$ cat src/pkg/timekeeper_host_pkg.sv
// constants, types and helpers shared by the timekeeper host controller files
// assumes a 200 MHz REF_CLK; every pin timing below is derived from it
package timekeeper_host_pkg;

	// clock and pin timing in ns, with cycle counts derived from them
	localparam int CLK_NS          = 5;
	localparam int SCLK_HALF_NS    = 250;    // low or high time of the shift clock
	localparam int SETUP_NS        = 1000;   // enable high to first shift clock edge
	localparam int HOLD_NS         = 60;     // last shift clock edge to enable low
	localparam int GAP_NS          = 1000;   // enable inactive time between transfers
	localparam int STARTUP_S       = 3;      // oscillator settling after the halt bit clears
	localparam int CLK_HZ          = 1000000000 / CLK_NS;
	localparam logic [7:0] HALF_CNT  = 8'((SCLK_HALF_NS + CLK_NS - 1) / CLK_NS - 1);
	localparam logic [7:0] SETUP_CNT = 8'((SETUP_NS + CLK_NS - 1) / CLK_NS - 1);
	localparam logic [7:0] HOLD_CNT  = 8'((HOLD_NS + CLK_NS - 1) / CLK_NS);
	localparam logic [7:0] GAP_CNT   = 8'((GAP_NS + CLK_NS - 1) / CLK_NS - 1);
	localparam int STARTUP_CYC     = STARTUP_S * CLK_HZ;

	// transfer lengths in shift clock pulses
	localparam logic [6:0] LAST_BIT_SINGLE = 7'h0f;   // 16 pulses
	localparam logic [6:0] LAST_BIT_BURST  = 7'h47;   // 72 pulses
	localparam logic [6:0] CMD_BITS        = 7'h08;

	// command byte layout
	localparam logic [7:0] CMD_SINGLE_BASE = 8'h80;
	localparam logic [7:0] CMD_BURST_BASE  = 8'hbe;
	localparam int         CMD_DIR_POS     = 0;
	localparam int         CMD_SEL_POS     = 1;

	// register selects on the device
	localparam logic [2:0] SEL_SECONDS     = 3'h0;
	localparam logic [2:0] SEL_MINUTES     = 3'h1;
	localparam logic [2:0] SEL_HOURS       = 3'h2;
	localparam logic [2:0] SEL_DATE        = 3'h3;
	localparam logic [2:0] SEL_MONTH       = 3'h4;
	localparam logic [2:0] SEL_DAY         = 3'h5;
	localparam logic [2:0] SEL_YEAR        = 3'h6;
	localparam logic [2:0] SEL_WRITE_LOCK  = 3'h7;

	// field positions inside device registers
	localparam int OSC_HALT_POS    = 7;   // seconds_with_halt
	localparam int HOUR_FMT_POS    = 7;   // hours_format: 1 = 12 hour
	localparam int MERIDIEM_POS    = 5;   // hours_format: pm, or tens bit in 24 hour
	localparam int WRITE_LOCK_POS  = 7;   // write_lock
	localparam logic [7:0] INIT_DATA = 8'h00;   // lock open, halt clear

	// one request from the user side
	typedef struct packed {
		logic       rd;      // 1 read, 0 write
		logic       burst;   // all eight registers
		logic [2:0] sel;     // reg_select_bits, single mode only
	} cmd_type;

	// one byte returned by a read
	typedef struct packed {
		logic [2:0] idx;
		logic [7:0] data;
	} rd_word_type;

	typedef enum logic [2:0] {
		ST_IDLE  = 3'b000,
		ST_SETUP = 3'b001,
		ST_LOAD  = 3'b010,
		ST_LOW   = 3'b011,
		ST_HIGH  = 3'b100,
		ST_HOLD  = 3'b101,
		ST_GAP   = 3'b110
	} state_type;

	// build the command byte; the shape can never hit the test pattern
	function automatic logic [7:0] make_cmd(input cmd_type c);
		logic [7:0] b;
		b = c.burst ? CMD_BURST_BASE : (CMD_SINGLE_BASE | {4'h0, c.sel, 1'b0});
		b[CMD_DIR_POS] = c.rd;
		return b;
	endfunction : make_cmd

endpackage : timekeeper_host_pkg

$ cat src/byte_fifo.sv
// small synchronous fifo with valid/ready on both sides
// assumes one clock and a synchronous active-high reset
`timescale 1ns/100ps
module byte_fifo #(
	parameter int WIDTH = 8,
	parameter int DEPTH = 4
) (
	// clock and reset
	input  wire logic             clk,
	input  wire logic             rst,
	// filling side
	input  wire logic             in_valid,
	output logic                  in_ready,
	input  wire logic [WIDTH-1:0] in_data,
	// draining side
	output logic                  out_valid,
	input  wire logic             out_ready,
	output logic [WIDTH-1:0]      out_data
);
	localparam int AW = $clog2(DEPTH);

	logic [WIDTH-1:0] mem_reg [DEPTH];
	logic [AW-1:0]    wr_ptr_reg;
	logic [AW-1:0]    rd_ptr_reg;
	logic [AW:0]      count_reg;
	logic             push;
	logic             pop;

	// honest full and empty from the occupancy count
	assign in_ready  = count_reg != (AW+1)'(DEPTH);
	assign out_valid = count_reg != '0;
	assign push      = in_valid && in_ready;
	assign pop       = out_valid && out_ready;
	assign out_data  = mem_reg[rd_ptr_reg];

	// storage has no reset; only pointers and the count need a defined value
	always_ff @(posedge clk) begin
		if (push) begin
			mem_reg[wr_ptr_reg] <= in_data;
		end
	end

	// pointers wrap; depth is expected to be a power of two
	always_ff @(posedge clk) begin
		if (rst) begin
			wr_ptr_reg <= '0;
			rd_ptr_reg <= '0;
			count_reg  <= '0;
		end else begin
			wr_ptr_reg <= push ? wr_ptr_reg + 1'b1 : wr_ptr_reg;
			rd_ptr_reg <= pop ? rd_ptr_reg + 1'b1 : rd_ptr_reg;
			count_reg  <= count_reg + (AW+1)'(push) - (AW+1)'(pop);
		end
	end

endmodule : byte_fifo

$ cat src/timekeeper_host.sv
// host controller for a three-wire serial timekeeper
// assumes REF_CLK at 200 MHz and a device that keeps its own side of the link
//
// How it works
// - command bytes are built so the factory test pattern never goes out
// - at startup host programs the lock register first, before writing seconds
// - host raises transfer enable to start each transfer
// - host presents each bit before the rising shift clock edge
// - single write is command then eight data bits, extras ignored
// - every field goes least significant bit first
// - each transfer opens with an eight bit command byte
// - host returns transfer enable low after every transfer
// - single transfer is 16 pulses, burst is 72 pulses
// - at start host clears lock and halt, then waits three seconds
`timescale 1ns/100ps
module timekeeper_host
	import timekeeper_host_pkg::*;
#(
	parameter int STARTUP_WAIT = STARTUP_CYC
) (
	// clock and reset
	input  wire logic        REF_CLK,
	input  wire logic        RST,
	// user command port
	input  wire logic        CMD_VALID,
	output logic             CMD_READY,
	input  wire cmd_type     CMD,
	// user write data
	input  wire logic        WR_VALID,
	output logic             WR_READY,
	input  wire logic [7:0]  WR_DATA,
	// user read data
	output logic             RD_VALID,
	output rd_word_type      RD_WORD,
	// status
	output logic             INIT_DONE,
	// device pins
	output logic             TRANSFER_ENABLE,
	output logic             SHIFT_CLK,
	output logic             DATA_O,
	output logic             DATA_OE,
	input  wire logic        DATA_I
);

	state_type   state_reg, state_next;
	cmd_type     cmd_reg, cmd_next;
	logic        internal_reg, internal_next;
	logic [7:0]  cnt_reg, cnt_next;
	logic [6:0]  bit_reg, bit_next;
	logic [7:0]  shreg_reg, shreg_next;
	logic        ce_reg, ce_next;
	logic        sclk_reg, sclk_next;
	logic        oe_reg, oe_next;
	logic        rd_valid_reg, rd_valid_next;
	rd_word_type rd_word_reg, rd_word_next;
	logic [1:0]  step_reg;
	logic [31:0] wait_reg;
	logic        din_meta_reg;
	logic        din_sync_reg;

	logic        fifo_valid;
	logic [7:0]  fifo_data;
	logic        fifo_pop;

	// write data passes a small fifo; the shifter drains one byte per eight data pulses
	byte_fifo #(
		.WIDTH (8),
		.DEPTH (4)
	) u_wr_fifo (
		.clk       (REF_CLK),
		.rst       (RST),
		.in_valid  (WR_VALID),
		.in_ready  (WR_READY),
		.in_data   (WR_DATA),
		.out_valid (fifo_valid),
		.out_ready (fifo_pop),
		.out_data  (fifo_data)
	);

	// decode of the current transfer position
	wire       is_read    = cmd_reg.rd;
	wire       data_phase = bit_reg >= CMD_BITS;
	wire       byte_start = bit_reg[2:0] == 3'h0;
	wire       sampling   = is_read && data_phase;
	wire       half_done  = cnt_reg == 8'h00;
	wire       last_bit   = bit_reg == (cmd_reg.burst ? LAST_BIT_BURST : LAST_BIT_SINGLE);
	wire       need_fifo  = state_reg == ST_LOAD && data_phase && byte_start
	                        && !is_read && !internal_reg;
	wire       load_stall = need_fifo && !fifo_valid;
	wire [2:0] byte_no    = 3'(bit_reg[5:3] - 3'h1);
	wire       init_go    = state_reg == ST_IDLE && step_reg < 2'h2;
	wire [7:0] sampled    = {din_sync_reg, shreg_reg[7:1]};

	// startup writes lock first, then seconds with the halt bit clear
	wire cmd_type init_cmd = '{rd: 1'b0, burst: 1'b0,
	                           sel: (step_reg == 2'h0) ? SEL_WRITE_LOCK : SEL_SECONDS};

	assign fifo_pop  = need_fifo;
	assign CMD_READY = state_reg == ST_IDLE && step_reg == 2'h3;
	assign INIT_DONE = step_reg == 2'h3;

	// transfer sequencer
	always_comb begin
		state_next    = state_reg;
		cmd_next      = cmd_reg;
		internal_next = internal_reg;
		cnt_next      = half_done ? cnt_reg : cnt_reg - 8'h01;
		bit_next      = bit_reg;
		shreg_next    = shreg_reg;
		ce_next       = ce_reg;
		sclk_next     = sclk_reg;
		oe_next       = oe_reg;
		rd_valid_next = 1'b0;
		rd_word_next  = rd_word_reg;
		case (state_reg)
			ST_IDLE: begin
				if (init_go) begin
					cmd_next      = init_cmd;
					internal_next = 1'b1;
					ce_next       = 1'b1;
					cnt_next      = SETUP_CNT;
					state_next    = ST_SETUP;
				end else if (CMD_VALID && CMD_READY) begin
					cmd_next      = CMD;
					internal_next = 1'b0;
					ce_next       = 1'b1;
					cnt_next      = SETUP_CNT;
					state_next    = ST_SETUP;
				end
			end
			ST_SETUP: begin
				if (half_done) begin
					bit_next   = 7'h00;
					state_next = ST_LOAD;
				end
			end
			ST_LOAD: begin
				// a missing write byte holds the clock low until it arrives
				if (!load_stall) begin
					if (bit_reg == 7'h00) begin
						shreg_next = make_cmd(cmd_reg);
					end else if (data_phase && byte_start && !is_read) begin
						shreg_next = internal_reg ? INIT_DATA : fifo_data;
					end
					oe_next    = !sampling;
					cnt_next   = HALF_CNT;
					state_next = ST_LOW;
				end
			end
			ST_LOW: begin
				if (half_done) begin
					if (sampling) begin
						shreg_next = sampled;
						if (bit_reg[2:0] == 3'h7) begin
							rd_valid_next     = 1'b1;
							rd_word_next.data = sampled;
							rd_word_next.idx  = cmd_reg.burst ? byte_no : cmd_reg.sel;
						end
					end
					sclk_next  = 1'b1;
					cnt_next   = HALF_CNT;
					state_next = ST_HIGH;
				end
			end
			ST_HIGH: begin
				if (half_done) begin
					sclk_next = 1'b0;
					if (!sampling) begin
						shreg_next = {1'b0, shreg_reg[7:1]};
					end
					if (last_bit) begin
						// stopping here keeps extra clocks from resending data
						cnt_next   = HOLD_CNT;
						state_next = ST_HOLD;
					end else begin
						bit_next   = bit_reg + 7'h01;
						state_next = ST_LOAD;
					end
				end
			end
			ST_HOLD: begin
				if (half_done) begin
					ce_next    = 1'b0;
					oe_next    = 1'b0;
					cnt_next   = GAP_CNT;
					state_next = ST_GAP;
				end
			end
			ST_GAP: begin
				if (half_done) begin
					state_next = ST_IDLE;
				end
			end
			default: begin
				ce_next    = 1'b0;
				sclk_next  = 1'b0;
				oe_next    = 1'b0;
				state_next = ST_IDLE;
			end
		endcase
	end

	// sequencer state
	always_ff @(posedge REF_CLK) begin
		if (RST) begin
			state_reg    <= ST_IDLE;
			cmd_reg      <= '0;
			internal_reg <= 1'b0;
			cnt_reg      <= 8'h00;
			bit_reg      <= 7'h00;
		end else begin
			state_reg    <= state_next;
			cmd_reg      <= cmd_next;
			internal_reg <= internal_next;
			cnt_reg      <= cnt_next;
			bit_reg      <= bit_next;
		end
	end

	// pin and read result registers
	always_ff @(posedge REF_CLK) begin
		if (RST) begin
			shreg_reg    <= 8'h00;
			ce_reg       <= 1'b0;
			sclk_reg     <= 1'b0;
			oe_reg       <= 1'b0;
			rd_valid_reg <= 1'b0;
			rd_word_reg  <= '0;
		end else begin
			shreg_reg    <= shreg_next;
			ce_reg       <= ce_next;
			sclk_reg     <= sclk_next;
			oe_reg       <= oe_next;
			rd_valid_reg <= rd_valid_next;
			rd_word_reg  <= rd_word_next;
		end
	end

	// startup: two writes, then wait for the oscillator to settle
	always_ff @(posedge REF_CLK) begin
		if (RST) begin
			step_reg <= 2'h0;
			wait_reg <= 32'h0000_0000;
		end else if (init_go) begin
			step_reg <= step_reg + 2'h1;
			wait_reg <= 32'(STARTUP_WAIT);
		end else if (step_reg == 2'h2 && state_reg == ST_IDLE) begin
			wait_reg <= (wait_reg == 32'h0000_0000) ? wait_reg : wait_reg - 32'h0000_0001;
			step_reg <= (wait_reg == 32'h0000_0000) ? 2'h3 : step_reg;
		end
	end

	// data pin crosses into REF_CLK through two flops
	always_ff @(posedge REF_CLK) begin
		if (RST) begin
			din_meta_reg <= 1'b0;
			din_sync_reg <= 1'b0;
		end else begin
			din_meta_reg <= DATA_I;
			din_sync_reg <= din_meta_reg;
		end
	end

	assign TRANSFER_ENABLE = ce_reg;
	assign SHIFT_CLK       = sclk_reg;
	assign DATA_O          = shreg_reg[0];   // low bit leads, field goes out lsb first
	assign DATA_OE         = oe_reg;
	assign RD_VALID        = rd_valid_reg;
	assign RD_WORD         = rd_word_reg;

endmodule : timekeeper_host

$ cat config.mk
export PLATFORM = sky130hd
export DESIGN_NAME = timekeeper_host
export DESIGN_NICKNAME = d
export VERILOG_FILES = /design/src/pkg/timekeeper_host_pkg.sv /design/src/byte_fifo.sv /design/src/timekeeper_host.sv
export SDC_FILE = /design/constraint.sdc
export NUM_CORES = 1
export LEC_CHECK = 0
export BUFFER_PORTS_ARGS = -buffer_cell sky130_fd_sc_hd__clkbuf_2
export CORE_MARGIN = 5
export CORE_UTILIZATION = 30
export DETAILED_ROUTE_END_ITERATION = 10
export RECOVER_POWER = 50
export SETUP_SLACK_MARGIN = 0.4
export SYNTH_ARGS = -nofsm -noshare
export SYNTH_HDL_FRONTEND = slang
export SYNTH_HIERARCHICAL = 1
export SYNTH_SLANG_ARGS = --single-unit
$ cat constraint.sdc
create_clock -name REF_CLK -period 3.68 [get_ports REF_CLK]
set_input_delay 0 -clock REF_CLK [delete_from_list [all_inputs] [get_ports REF_CLK]]
set_output_delay 0 -clock REF_CLK [all_outputs]
set_load 0.01 [all_outputs]
After elaboration in Yosys (flattened, before gate mapping):

Memory sizes are Yosys's and may differ from the RTL's. A register that Yosys moved wholly into a read port is not among the register bits.
Cells that the tools add are included.

* register bits after elaboration: 90
* memory bits (writable): 32
* input port bits: 18
* output and inout port bits: 19
* logic and storage cells: 169
* memories kept: 1

* add/subtract/negate cells: 9
* order comparisons: 2
* eq/ne operators: 23
* multiplexer cells: 59
* bitwise logic cells: 7
* reduce and logical (&&, ||, !) cells: 46

Memory list
* u_wr_fifo.mem_reg: words 4, width 8, read ports 1, clocked after Yosys merged registers in 1, write ports 1, line byte_fifo.sv:22 `logic [WIDTH-1:0] mem_reg [DEPTH];`

Operators by type and width (number)
* 2-to-1 mux 8 bit: 16
* 2-to-1 mux 30 bit: 3
* case mux 8 bit (5 select lines): 1
* 2-to-1 mux 3 bit: 11
* zero test 32 bit: 1
* subtractor 32 x 1 -> 32 bit, second input constant: 1
* 2-to-1 mux 7 bit: 4
* case mux 8 bit (3 select lines): 1
* case mux 3 bit (7 select lines): 1
* != test 2 bit, second input constant: 10
* OR reduction 5 bit: 3
* logical AND 1 bit: 14
* case mux 7 bit (2 select lines): 1
* AND reduction 7 bit: 2
* equality test 3 bit, second input constant: 4
* 2-to-1 mux 1 bit: 10
* 2-to-1 mux 2 bit: 5
* 2-to-1 mux 5 bit: 2
* case mux 1 bit (3 select lines): 3
* AND reduction 3 bit: 3
* zero test 8 bit: 1
* AND reduction 2 bit: 4
* AND reduction 4 bit: 2
* nonzero test 2 bit: 4
* other kinds (23): 39

Depth between registers and ports, before layout:

Gate-level depths: netlist of run 1.

* depth in word-level cells: 8
* depth in mapped cells: 14

By module:

The synthesis of run 1 kept the hierarchy.

Modules (own cells, without submodules)
* timekeeper_host: times used 1, cells an instance 545, area an instance 4469.3 µm², sequential area each 1661.6 µm²
* byte_fifo: times used 1, cells an instance 91, area an instance 1646.6 µm², sequential area each 1141.1 µm²

Worst setup path after synthesis of run 1:

No wires, ideal clock.

* path type: flip-flop to flip-flop
* start: register bit_reg[3]
* end: register u_wr_fifo.count_reg[2]
* arrival time: 2.845 ns
* path slack: 0.762 ns
* cell stages (with the launch flop): 15
* cell sequence: dfxtp_1 inv_1 ha_1 or3b_1 or2_2 and3_1 o31a_2 ha_1 inv_1 ha_1 inv_1 fa_1 xor2_1 and2_2 nor3_2

* word-level cells in the longest chain between the ends: 7

Ends and longest elaborated chain
* start, declared: line timekeeper_host.sv:49 `logic [6:0] bit_reg, bit_next;`
* start signal, assigned: line timekeeper_host.sv:216 `bit_reg <= bit_next;`
* greater-or-equal comparator 7 x 4 -> 1 bit: line timekeeper_host.sv:82 `wire data_phase = bit_reg >= CMD_BITS;`
* logical AND 1 bit (2 in a row): line timekeeper_host.sv:87 `wire need_fifo = state_reg == ST_LOAD && data_phase && byte_start`
* logical AND 1 bit (2 in a row): line timekeeper_host.sv:88 `&& !is_read && !internal_reg;`
* net fifo_pop: line timekeeper_host.sv:63 `logic fifo_pop;`
* logical AND 1 bit: line byte_fifo.sv:33 `assign pop = out_valid && out_ready;`
* net u_wr_fifo.pop: line byte_fifo.sv:27 `logic pop;`
* subtractor 3 x 1 -> 3 bit: line byte_fifo.sv:52 `count_reg <= count_reg + (AW+1)'(push) - (AW+1)'(pop);`
* end signal, assigned: line byte_fifo.sv:52
* end, declared: line byte_fifo.sv:25 `logic [AW:0] count_reg;`

The timed path passes the listed nets, and every way through them passes these cells.
A chain may end at the register's enable or synchronous reset.

Final worst setup path of run 1:

Ends and elaborated chain as after synthesis.

==> key figures, run 1 <==
Run status
  – Status: finished, violations left
  – Failing checks: capacitance limit, slew limit

Logic synthesis
  – Synth area leader: dfxtp_1
  – Avg Cell Area, Syn: between 9 and 10 sq um
  – Post-Synthesis Net Count: 673
  – Most instantiated cells after synthesis: dfxtp_1 (92), a21oi_1 (64), nand2_1 (54)
  – Top cells by area, synth: dfxtp_1 (30%), edfxtp_1 (16%), a21oi_1 (5.2%), ha_1 (3.7%), nand2_1 (3.3%)
  – Top-count cell post-synth: dfxtp_1
  – Sequential-to-total area share from yosys stat: between 40 and 50%
  – Top FF cell, synth: dfxtp_1
  – Synthesized flop and latch total: 124
  – Top cell type's share of synthesized area: 30.1%
  – Yosys cell types: a little under 80
  – Ys async rst share: 0%
  – Mapped cell area: 0.00612 sq mm
  – Syn Inst Count: approximately 640
  – Yosys warns: 6
  – EDFF count, synth: 32

Worst setup path
  – Top Family by Delay on Critical Path: simple AND/OR/NAND/NOR gates
  – CP peak stage delay: 0.43 ns
  – Flop-to-flop setup slack: about 0.47 ns
  – Critical path required time: slightly below 4 ns
  – Critical Path AT: around 3.4 ns
  – Crit end category: flip-flop
  – Cell breakdown of the critical path: inv_1 > ha_1 > or3b_1 > or2_2 > and3_1 > o31a_2 > ha_1 > inv_1 > ha_1 > inv_1 > fa_1 > xor2_1 > and2_2 > nor3_2
  – Slowest CP cell: or3b_1
  – Crit-path max FO: 10
  – CP Class: reg -> reg
  – Bufs and invs on worst path: 3
  – Setup crit start kind: flip-flop

STA
  – Setup-failing EPs final: 0
  – Final hold viol count: 0
  – TNS Setup: 0 ns
  – Max Fclk: 311 MHz
  – Final worst-path cycle share: slightly below 90%
  – Slew Limit Headroom: -83.1%
  – Clock skew: ~0.0083 ns
  – Tmin final: 3.21 ns
  – Max-slew violations: 57
  – Worst-margin pin slew: between 2 and 3 ns
  – Unrepaired setup endpoints after global routing: false

Clock tree
  – CTS clk-pin slew, worst paths: roughly 0.060 ns
  – CTS tree: done
  – Max H-tree Level: 4
  – CTS Buffer Depth: 2
  – CTS Sinks: between 100 and 150
  – Skew-Pair Late Insertion Delay: about 0.42 ns
  – Num CTS Buffers: 17
  – Root buffer cell: clkbuf_16

Pwr
  – VDD IR max: between 300 and 400 uV
  – Leakage power total: around 0.0026 uW
  – PD cells: roughly 730 mW/mm^2

Route
  – Routed WL per cell: between 15 and 20 um
  – Vias: about 5k
  – Routed Antenna Nets: 0
  – WL final: ~15000 um
  – DRT iter0 DRCs: roughly 270
  – TritonRoute pass-1 iters: 5
  – Vias per cell: 5.15
  – Drt drc: 0

Finish
  – Design area: ~0.0073 sq mm
  – Multi-input logic area: between 0.003 and 0.004 sq mm
  – Fin nets: just over 700
  – Share of layout cells above drive strength 1: between 10% and 20%
  – Area added between synthesis and finish: 19.5%
  – Fill cells: between 2k and 2.5k
  – Ant. Diodes: 0
  – Seq. cell area: between 0.002 and 0.003 sq mm

Job
  – Max-Cap Viols: 1

GRT
  – Remaining global-route overflow: 0
  – Largest net degree at the start of global routing: 57
  – Global-route usage over all layers: ~13%
  – Initial antenna violation count: 0
  – Number of global-route vias before repair: 4818
  – Global-route wire length before repair: around 24000 um

Floorplan
  – Initial core utilization: between 30% and 40%
  – Rows: 52
  – Core area: 0.0202 sq mm
  – # IOs: 37
  – Die Ht: between 150 and 200 um
  – Die ar.: between 0.02 and 0.025 sq mm
  – Die X: roughly 150 um

Placed design
  – RePlAce Congestion: between 0.8 and 0.9
  – Number of port buffers: 36
  – Placed cell areas: approximately 0.0066 sq mm
  – HPWL Detailed: between 9000 and 10000 um

Worst hold path
  – Worst min path class: in -> reg
[cell families (layout without fill, tap and decap cells)]
group,count (synthesis),after routing,synth area share (%)
compound gates,177,177,18.6
xor+xnor,12,12,1.72
fa+ha+maj,19,19,4.01
buf+inv,56,121,3.93
flops,124,124,45.8
mux,21,21,5.18
simple gates,227,227,20.7
[final timing paths]
path | startpoint | cells after the start | endpoint
worst min register to register | din_meta_reg$_SDFF_PP0_ | 1 | din_sync_reg$_SDFF_PP0_
worst max register to register | bit_reg[3]$_SDFFE_PP0P_ | 14 | u_wr_fifo/count_reg[2]$_SDFF_PP0_
worst max-delay path | bit_reg[3]$_SDFFE_PP0P_ | 14 | u_wr_fifo/count_reg[2]$_SDFF_PP0_
worst min-delay path | CMD_VALID | 5 | cmd_reg[2]$_SDFFE_PP0P_
[layout make-up]
class                      instances  area share (%)
inverter                          24            1.23
clock inverter                    15            2.67
multi-input combinational        456            41.8
timing repair buffer              65            5.46
sequential                       124            38.4
clock buffer                      17            5.82
tap                              270            4.62
[layer usage]
| metal | global-route usage, % | routed length, um | vias to the layer above |
|---|---|---|---|
| met5 | 0 | 0 | - |
| met4 | 3.65 | 144 | 0 |
| met3 | 3.41 | 592 | 15 |
| met2 | 19.7 | 6700 | 88 |
| met1 | 17.7 | 7390 | 2411 |
| li1 | - | - | 2483 |
[power breakdown]
group | internal (uW) | leakage [uW] | switching [uW] | total [uW]
logic | 656 | 0.00124 | 1060 | 1720
registers | 1620 | 0.00104 | 223 | 1840
clock network | 1130 | 0.000293 | 634 | 1760
total | 3400 | 0.00258 | 1920 | 5320
[through the flow]
stage               std cells  hold WS [ns]  utilization, %  total power [uW]  setup slack, ns
floorplan                 636        0.0989               -              3100            0.762
global placement          924         0.221            32.7              3550            0.623
detailed placement        924         0.220            32.7              3560            0.577
CTS                       971         0.165            36.5              5360            0.555
global route              971         0.193            36.2              5670            0.315
finish                    971         0.191            36.2              5320            0.466
[worst register-to-register path, delay by kind of cell (launching register included)]
kind	cells	cell delay (ns)
XOR/XNOR	1	0.18
flip-flops	1	0.38
buffers and inverters	3	0.19
AO/OA/AOI/OAI	1	0.14
adder cells (fa/ha/maj)	4	0.92
AND/OR/NAND/NOR	5	1.16
[cells in the final DEF (no fill, tap or decap), drive strengths merged, types with 13 or more instances in the layout]
master | synthesis | layout
inv | 24 | 26
or3 | 22 | 22
nand2 | 54 | 54
a21oi | 64 | 64
o31ai | 15 | 15
buf | 8 | 13
clkbuf | 24 | 54
o21ai | 35 | 35
nor3 | 15 | 15
dlygate4sd3 | 0 | 15
or4 | 14 | 14
ha | 18 | 18
dfxtp | 92 | 92
nor2 | 44 | 44
edfxtp | 32 | 32
[what timing repair did]
action,in CTS,in global routing
hold buffers,15,0
endpoints found under the hold margin,39,0
setup buffers,0,0
gates resized for setup,0,0
Power figures use the tool's default switching activity.
==> run 2: changes to the inputs <==
ABC_AREA = 1   (was not set)
==> run 2 against run 1 <==
  * The flow now finishes without violations
  * Sequential share of layout area is 3.0 points lower
  * Routed wire length increased by 14%
  * Fmax is 7.9% higher
  * Worst hold slack improved by 0.014 ns
  * Critical path depth fell by 6
  * Via count grew 20%
  * Register-to-register slack better by 0.23 ns
  * Final cell count up 32%
  * Largest power group is now combinational logic
==> key figures, run 2 <==
Run status
  – Status: finished clean

Worst setup path
  – Register-to-Register Path Depth: 8 (-6)
  – Cell breakdown of the critical path: inv_1 > nand2_1 > nor2_1 > clkinvlp_2 > nand2_1 > inv_2 > nand2_1 > o22ai_1
  – CP Class: reg -> reg
  – CP peak stage delay: 0.71 ns (+0.28 ns)
  – Crit-path max FO: 19 (+9)
  – Crit end category: flip-flop
  – Critical path required time: 3.96 ns (+0.08 ns)
  – Critical Path AT: 3.26 ns (-0.15 ns)
  – Setup crit start kind: flip-flop
  – Most frequent CP cell: nand2_1
  – Slowest CP cell: clkinvlp_2

STA
  – Max Fclk: 336 MHz (+7.9%)
  – Worst-margin pin slew: 0.960 ns (-1.79 ns)
  – Unrepaired setup endpoints after global routing: false
  – TNS Setup: 0 ns (unchanged)
  – Clock skew: 0.0142 ns (+0.00597 ns)
  – Slew Limit Headroom: 35.7% (+120 points)
  – Tmin final: 2.98 ns (-0.234 ns)
  – Final hold viol count: 0 (unchanged)
  – Final worst-path cycle share: 81.0% (-6.4 points)
  – Setup-failing EPs final: 0 (unchanged)
  – Max-slew violations: 0 (-100%)

Floorplan
  – Core area: 0.0225 sq mm (+12%)
  – Initial core utilization: 30.3% (-0.047 points)
  – Die Ht: 161 um (+5.2%)
  – Die ar.: 0.0258 sq mm (+11%)
  – Rows: 55 (+5.8%)
  – Die X: 161 um (+5.2%)
  – # IOs: 37 (unchanged)

Finish
  – Fill cells: 2352 (+14%)
  – Area added between synthesis and finish: 16.2%
  – Share of layout cells above drive strength 1: 9.33% (-3.7 points)
  – Fin nets: 1021 (+41%)
  – Commonest cells after routing, fill and taps aside: nand2_1 (206), nor2_1 (156), inv_1 (98)
  – Ant. Diodes: 0 (unchanged)
  – Seq. cell area: 0.00280 sq mm (unchanged)
  – Most common cell after layout, fill and taps aside: nand2_1
  – Non-filler cells, final: 1282 (+32%)
  – Multi-input logic area: 0.00344 sq mm (+12%)

GRT
  – Initial antenna violation count: 1 (+1)
  – Number of global-route vias before repair: 5728 (+19%)
  – Largest net degree at the start of global routing: 38 (-33%)
  – Global-route usage over all layers: 13.4% (+0.61 points)
  – Global-route wire length before repair: 28200 um (+15%)
  – Remaining global-route overflow: 0 (unchanged)

Placed design
  – HPWL Detailed: 12000 um (+21%)
  – RePlAce Congestion: 0.907 (+9.4%)
  – Placed insts: 1234 (+34%)
  – Number of port buffers: 36 (unchanged)

Route
  – WL final: 16800 um (+14%)
  – Routed WL per cell: 13.1 um (-14%)
  – DRT iter0 DRCs: 373 (+41%)
  – TritonRoute pass-1 iters: 7 (+2)
  – Vias: 5974 (+20%)
  – Vias per cell: 4.66 (-9.5%)
  – Routed Antenna Nets: 0 (unchanged)
  – Drt drc: 0 (unchanged)

Logic synthesis
  – Ys async rst share: 0% (unchanged)
  – Top cell type's share of synthesized area: 27.0% (-3.1 points)
  – Sequential-to-total area share from yosys stat: 41.1% (-4.7 points)
  – Top FF cell, synth: dfxtp_1
  – Avg Cell Area, Syn: 7.32 sq um (-24%)
  – Syn Inst Count: 931 (+46%)
  – EDFF count, synth: 32 (unchanged)
  – Mapped cell area: 0.00681 sq mm (+11%)
  – Post-Synthesis Net Count: 968 (+44%)
  – Yosys cell types: 41 (-47%)
  – Synth area leader: dfxtp_1
  – Top cells by area, synth: dfxtp_1 (27%), edfxtp_1 (14%), nand2_1 (11%), nor2_1 (8.4%), inv_1 (5.3%)
  – Most instantiated cells after synthesis: nand2_1 (202), nor2_1 (153), inv_1 (97)
  – Top-count cell post-synth: nand2_1
  – Yosys warns: 6 (unchanged)
  – Synthesized flop and latch total: 124 (unchanged)

Clock tree
  – Skew-Pair Late Insertion Delay: 0.43 ns (about the same)
  – CTS Hold Bufs: 16 (+1)
  – CTS Sinks: 124 (unchanged)
  – CTS tree: done
  – Root buffer cell: clkbuf_16
  – Max H-tree Level: 4 (unchanged)
  – Num CTS Buffers: 17 (unchanged)
  – CTS Buffer Depth: 2 (unchanged)
  – Postcts setup bufs: 0 (unchanged)
  – CTS resizes: 0 (unchanged)
  – CTS clk-pin slew, worst paths: 0.06 ns (about the same)

Pwr
  – Leakage power total: 0.00339 uW (+31%)
  – Total Power: 6350 uW (+19%)
  – PD cells: 802 mW/mm^2 (+10%)
  – VDD IR max: 314 uV (-7.9%)

Job
  – Max-Cap Viols: 0 (-1)

Worst hold path
  – Worst min path class: in -> reg
  – Hold path depth: 2 (-3)
[run 2: cell count changes after synthesis, sizes merged, moves of 22 or more]
cell | before | now
nand2 | 54 | 216
nor2 | 44 | 177
inv | 24 | 107
nand3 | 10 | 64
o21ai | 35 | 63
or3 | 22 | 0
[run 2: final cells by class]
cell class / instances / share of cell area (%)
inverter: 108 / 5.14
sequential: 124 / 35.4
multi-input combinational: 679 / 43.4
clock inverter: 15 / 2.12
timing repair buffer: 54 / 4.08
tap: 285 / 4.50
clock buffer: 17 / 5.37
[run 2: critical path, delay by kind of cell, from the launching register on]
family	cells	cell delay, ns
buffers and inverters	3	1.04
AND/OR/NAND/NOR	4	1.28
flip-flops	1	0.42
AO/OA/AOI/OAI	1	0.10
[run 2: logic make-up (layout without fill, tap and decap cells)]
kind of cell	count (synthesis)	after routing	synth area share (%)
adder cells (fa/ha/maj)	19	19	3.60
flip-flops	124	124	41.1
buffers and inverters	128	194	7.95
XOR/XNOR	19	19	2.44
AO/OA/AOI/OAI	150	150	11.9
AND/OR/NAND/NOR	491	491	33.0
[run 2: worst paths after layout]
check                                  from                                end  slack, ns
setup reg to reg  state_reg[2]$_SDFFE_PP0P_              cnt_reg[5]$_SDFF_PP0_       0.70
hold reg to reg     din_meta_reg$_SDFF_PP0_            din_sync_reg$_SDFF_PP0_       0.41
setup / recovery  state_reg[2]$_SDFFE_PP0P_              cnt_reg[5]$_SDFF_PP0_       0.70
hold / removal                          RST  u_wr_fifo/count_reg[1]$_SDFF_PP0_       0.21
[run 2: routing by layer]
| metal | GRT usage, % | wire length (um) | up-vias |
|---|---|---|---|
| met5 | 0 | 13 | - |
| li1 | - | - | 3143 |
| met3 | 3.16 | 547 | 29 |
| met4 | 5.27 | 333 | 2 |
| met2 | 21.7 | 7820 | 98 |
| met1 | 17.3 | 8130 | 2702 |
[run 2: through the flow]
step                util, %  instance area [sq um]  setup WS [ns]  hold WS [ns]
floorplan                 -                   6810           1.28        0.0667
global placement       32.1                   7230           1.09         0.196
detailed placement     32.1                   7230           1.05         0.196
CTS                    35.5                   7980           1.03         0.216
global route           35.2                   7920          0.386         0.272
finish                 35.2                   7920          0.700         0.206
[run 2: power by group]
group	leakage (uW)	switching, uW	total (uW)	internal (uW)
Sequential	0.00105	229	1880	1650
Clock	0.000287	731	1700	967
Combinational	0.00206	1900	2770	874
==> run 3: changes to the inputs <==
clock period = 2.5 ns   (was 3.68 ns; I/O delays follow)
==> run 3 against run 2 <==
  * Register-to-register slack worse by 0.47 ns
  * Fmax increased by 31%
  * Highest routed layer is now met4
  * Die area unchanged
  * Worst hold slack got worse by 0.17 ns
  * Largest cell class unchanged
  * Clock power rose by 44%
==> key figures, run 3 (same netlist as run 2, synthesis figures left out) <==
Run status
  – Status: finished clean

Route
  – Vias: 6287 (+5.2%)
  – WL final: 18000 um (+6.8%)
  – Drt drc: 0 (unchanged)
  – Routed WL per cell: 13.7 um (+4.0%)
  – DRT iter0 DRCs: 466 (+25%)
  – TritonRoute pass-1 iters: 5 (-2)
  – Vias per cell: 4.78 (+2.5%)
  – Routed Antenna Nets: 0 (unchanged)

STA
  – Max-slew violations: 0 (unchanged)
  – Max Fclk: 441 MHz (+31%)
  – Final hold viol count: 0 (unchanged)
  – Worst-margin pin slew: 0.698 ns (-0.262 ns)
  – Setup-failing EPs final: 0 (unchanged)
  – Slew Limit Headroom: 53.1% (+17 points)
  – Clock skew: 0.0131 ns (-0.00117 ns)
  – Final worst-path cycle share: 90.7% (+9.7 points)
  – Tmin final: 2.27 ns (-0.714 ns)
  – Unrepaired setup endpoints after global routing: true
  – Final hold slack: 0.0319 ns (-0.174 ns)
  – TNS Setup: 0 ns (unchanged)

Floorplan
  – # IOs: 37 (unchanged)
  – Initial core utilization: 30.3% (unchanged)
  – Die ar.: 0.0258 sq mm (unchanged)
  – Die X: 161 um (unchanged)
  – Rows: 55 (unchanged)
  – Die Ht: 161 um (unchanged)
  – Core area: 0.0225 sq mm (unchanged)

Job
  – Max-Cap Viols: 0 (unchanged)

Worst setup path
  – Critical path required time: 2.80 ns (-1.16 ns)
  – Bufs and invs on worst path: 4 (+1)
  – Crit path from: bit_reg[1]$_SDFFE_PP0P_
  – Most frequent CP cell: inv_2
  – CP Class: reg -> reg
  – Crit end category: flip-flop
  – Top Family by Delay on Critical Path: adder cells
  – R2R Path Start: bit_reg[1]$_SDFFE_PP0P_
  – Reg2reg end: u_wr_fifo/count_reg[1]$_SDFF_PP0_
  – Cell breakdown of the critical path: inv_2 > ha_4 > nand2_1 > nor2_4 > nand3_4 > inv_2 > a21boi_2 > ha_1 > inv_1 > ha_2 > inv_2 > fa_2 > nor2_1
  – Crit-path max FO: 2 (-17)
  – Critical Path End: u_wr_fifo/count_reg[1]$_SDFF_PP0_
  – Critical Path AT: 2.57 ns (-0.69 ns)
  – CP peak stage delay: 0.51 ns (-0.20 ns)
  – Setup crit start kind: flip-flop
  – Slowest CP cell: fa_2
  – Register-to-Register Path Depth: 13 (+5)
  – Flop-to-flop setup slack: 0.23 ns (-0.47 ns)
  – CP Depth: 13 (+5)

Clock tree
  – CTS tree: done
  – Skew-Pair Late Insertion Delay: 0.43 ns (about the same)
  – CTS Sinks: 124 (unchanged)
  – Root buffer cell: clkbuf_16
  – Max H-tree Level: 4 (unchanged)
  – CTS clk-pin slew, worst paths: 0.06 ns (about the same)
  – CTS Buffer Depth: 2 (unchanged)
  – Num CTS Buffers: 17 (unchanged)

Pwr
  – Total Power: 9620 uW (+52%)
  – VDD IR max: 592 uV (+89%)
  – Leakage power total: 0.00360 uW (+6.0%)
  – PD cells: 1150 mW/mm^2 (+43%)

Finish
  – Share of layout cells above drive strength 1: 16.0% (+6.7 points)
  – Ant. Diodes: 0 (unchanged)
  – Most common cell after layout, fill and taps aside: nand2_1
  – Multi-input logic area: 0.00359 sq mm (+4.6%)
  – Area added between synthesis and finish: 22.9%
  – Commonest cells after routing, fill and taps aside: nand2_1 (193), nor2_1 (151), inv_1 (88)
  – Fin nets: 1055 (+3.3%)
  – Fill cells: 2355 (+0.13%)
  – Seq. cell area: 0.00282 sq mm (+0.58%)

Placed design
  – RePlAce Congestion: 0.894 (-1.4%)
  – HPWL Detailed: 12400 um (+3.2%)
  – Number of port buffers: 36 (unchanged)

GRT
  – Largest net degree at the start of global routing: 29 (-24%)
  – Global-route usage over all layers: 13.9% (+0.51 points)
  – Remaining global-route overflow: 0 (unchanged)
  – Global-route wire length before repair: 29500 um (+4.7%)
  – Number of global-route vias before repair: 6097 (+6.4%)
  – Initial antenna violation count: 0 (-1)

Worst hold path
  – Worst min path class: in -> reg
run 3: worst min path at each step:
stage | depth (start not counted) | end | startpoint | slack [ns]
5_1_grt | 4 | wait_reg[23]$_SDFFE_PP0P_ | RST | 0.07
3_3_place_gp | 3 | din_meta_reg$_SDFF_PP0_ | DATA_I | 0.19
2_1_floorplan | 1 | u_wr_fifo/count_reg[1]$_SDFF_PP0_ | RST | 0.07
4_1_cts | 4 | wait_reg[17]$_SDFFE_PP0P_ | RST | 0.03
3_5_place_dp | 3 | din_meta_reg$_SDFF_PP0_ | DATA_I | 0.20
6_report | 4 | wait_reg[25]$_SDFFE_PP0P_ | RST | 0.03
run 3: where the power goes:
| group | internal [uW] | total, uW | leakage [uW] | switching (uW) |
|---|---|---|---|---|
| registers | 2430 | 2760 | 0.00105 | 338 |
| logic | 1470 | 4420 | 0.00226 | 2960 |
| clock network | 1340 | 2440 | 0.000289 | 1090 |
| total | 5240 | 9620 | 0.00360 | 4390 |
run 3: worst reg2reg max path: cells and delay by family, from the launching register on:
| family | cells | cell delay, ns |
|---|---|---|
| AO/OA/AOI/OAI | 1 | 0.14 |
| flip-flops | 1 | 0.35 |
| adder cells (fa/ha/maj) | 4 | 1.03 |
| buffers and inverters | 4 | 0.22 |
| AND/OR/NAND/NOR | 4 | 0.41 |
run 3: layout make-up:
cell class,count,area share (%)
clock buffer,17,5.08
clock inverter,15,2.06
inverter,108,4.90
multi-input combinational,680,42.9
sequential,124,33.7
tap,285,4.26
timing repair buffer,87,7.13
run 3: what timing repair did:
action,in CTS,in global routing
hold buffers,16,0
cloned,0,3
setup buffers,14,6
endpoints found under the setup margin,2,27
hold endpoints to repair,41,0
pin swaps,6,10
resized for setup,5,30
run 3: per-stage QoR:
step           utilization [%]  cell area, sq um  instances  setup WS, ns
6_report                  37.2              8380       1316         0.234
5_1_grt                   37.2              8380       1316        0.0845
4_1_cts                   36.7              8250       1307         0.267
3_5_place_dp              32.7              7370       1245         0.165
3_3_place_gp              32.7              7370       1245         0.199
2_1_floorplan                -              6870        931         0.324
run 3: layer usage:
metal,share of wire [%],vias to the layer above,GRT usage (%)
met5,0,-,0
met4,2.0,0,5.16
met3,3.9,26,3.16
met2,48,114,23.4
met1,46,2924,17.4
li1,-,3223,-
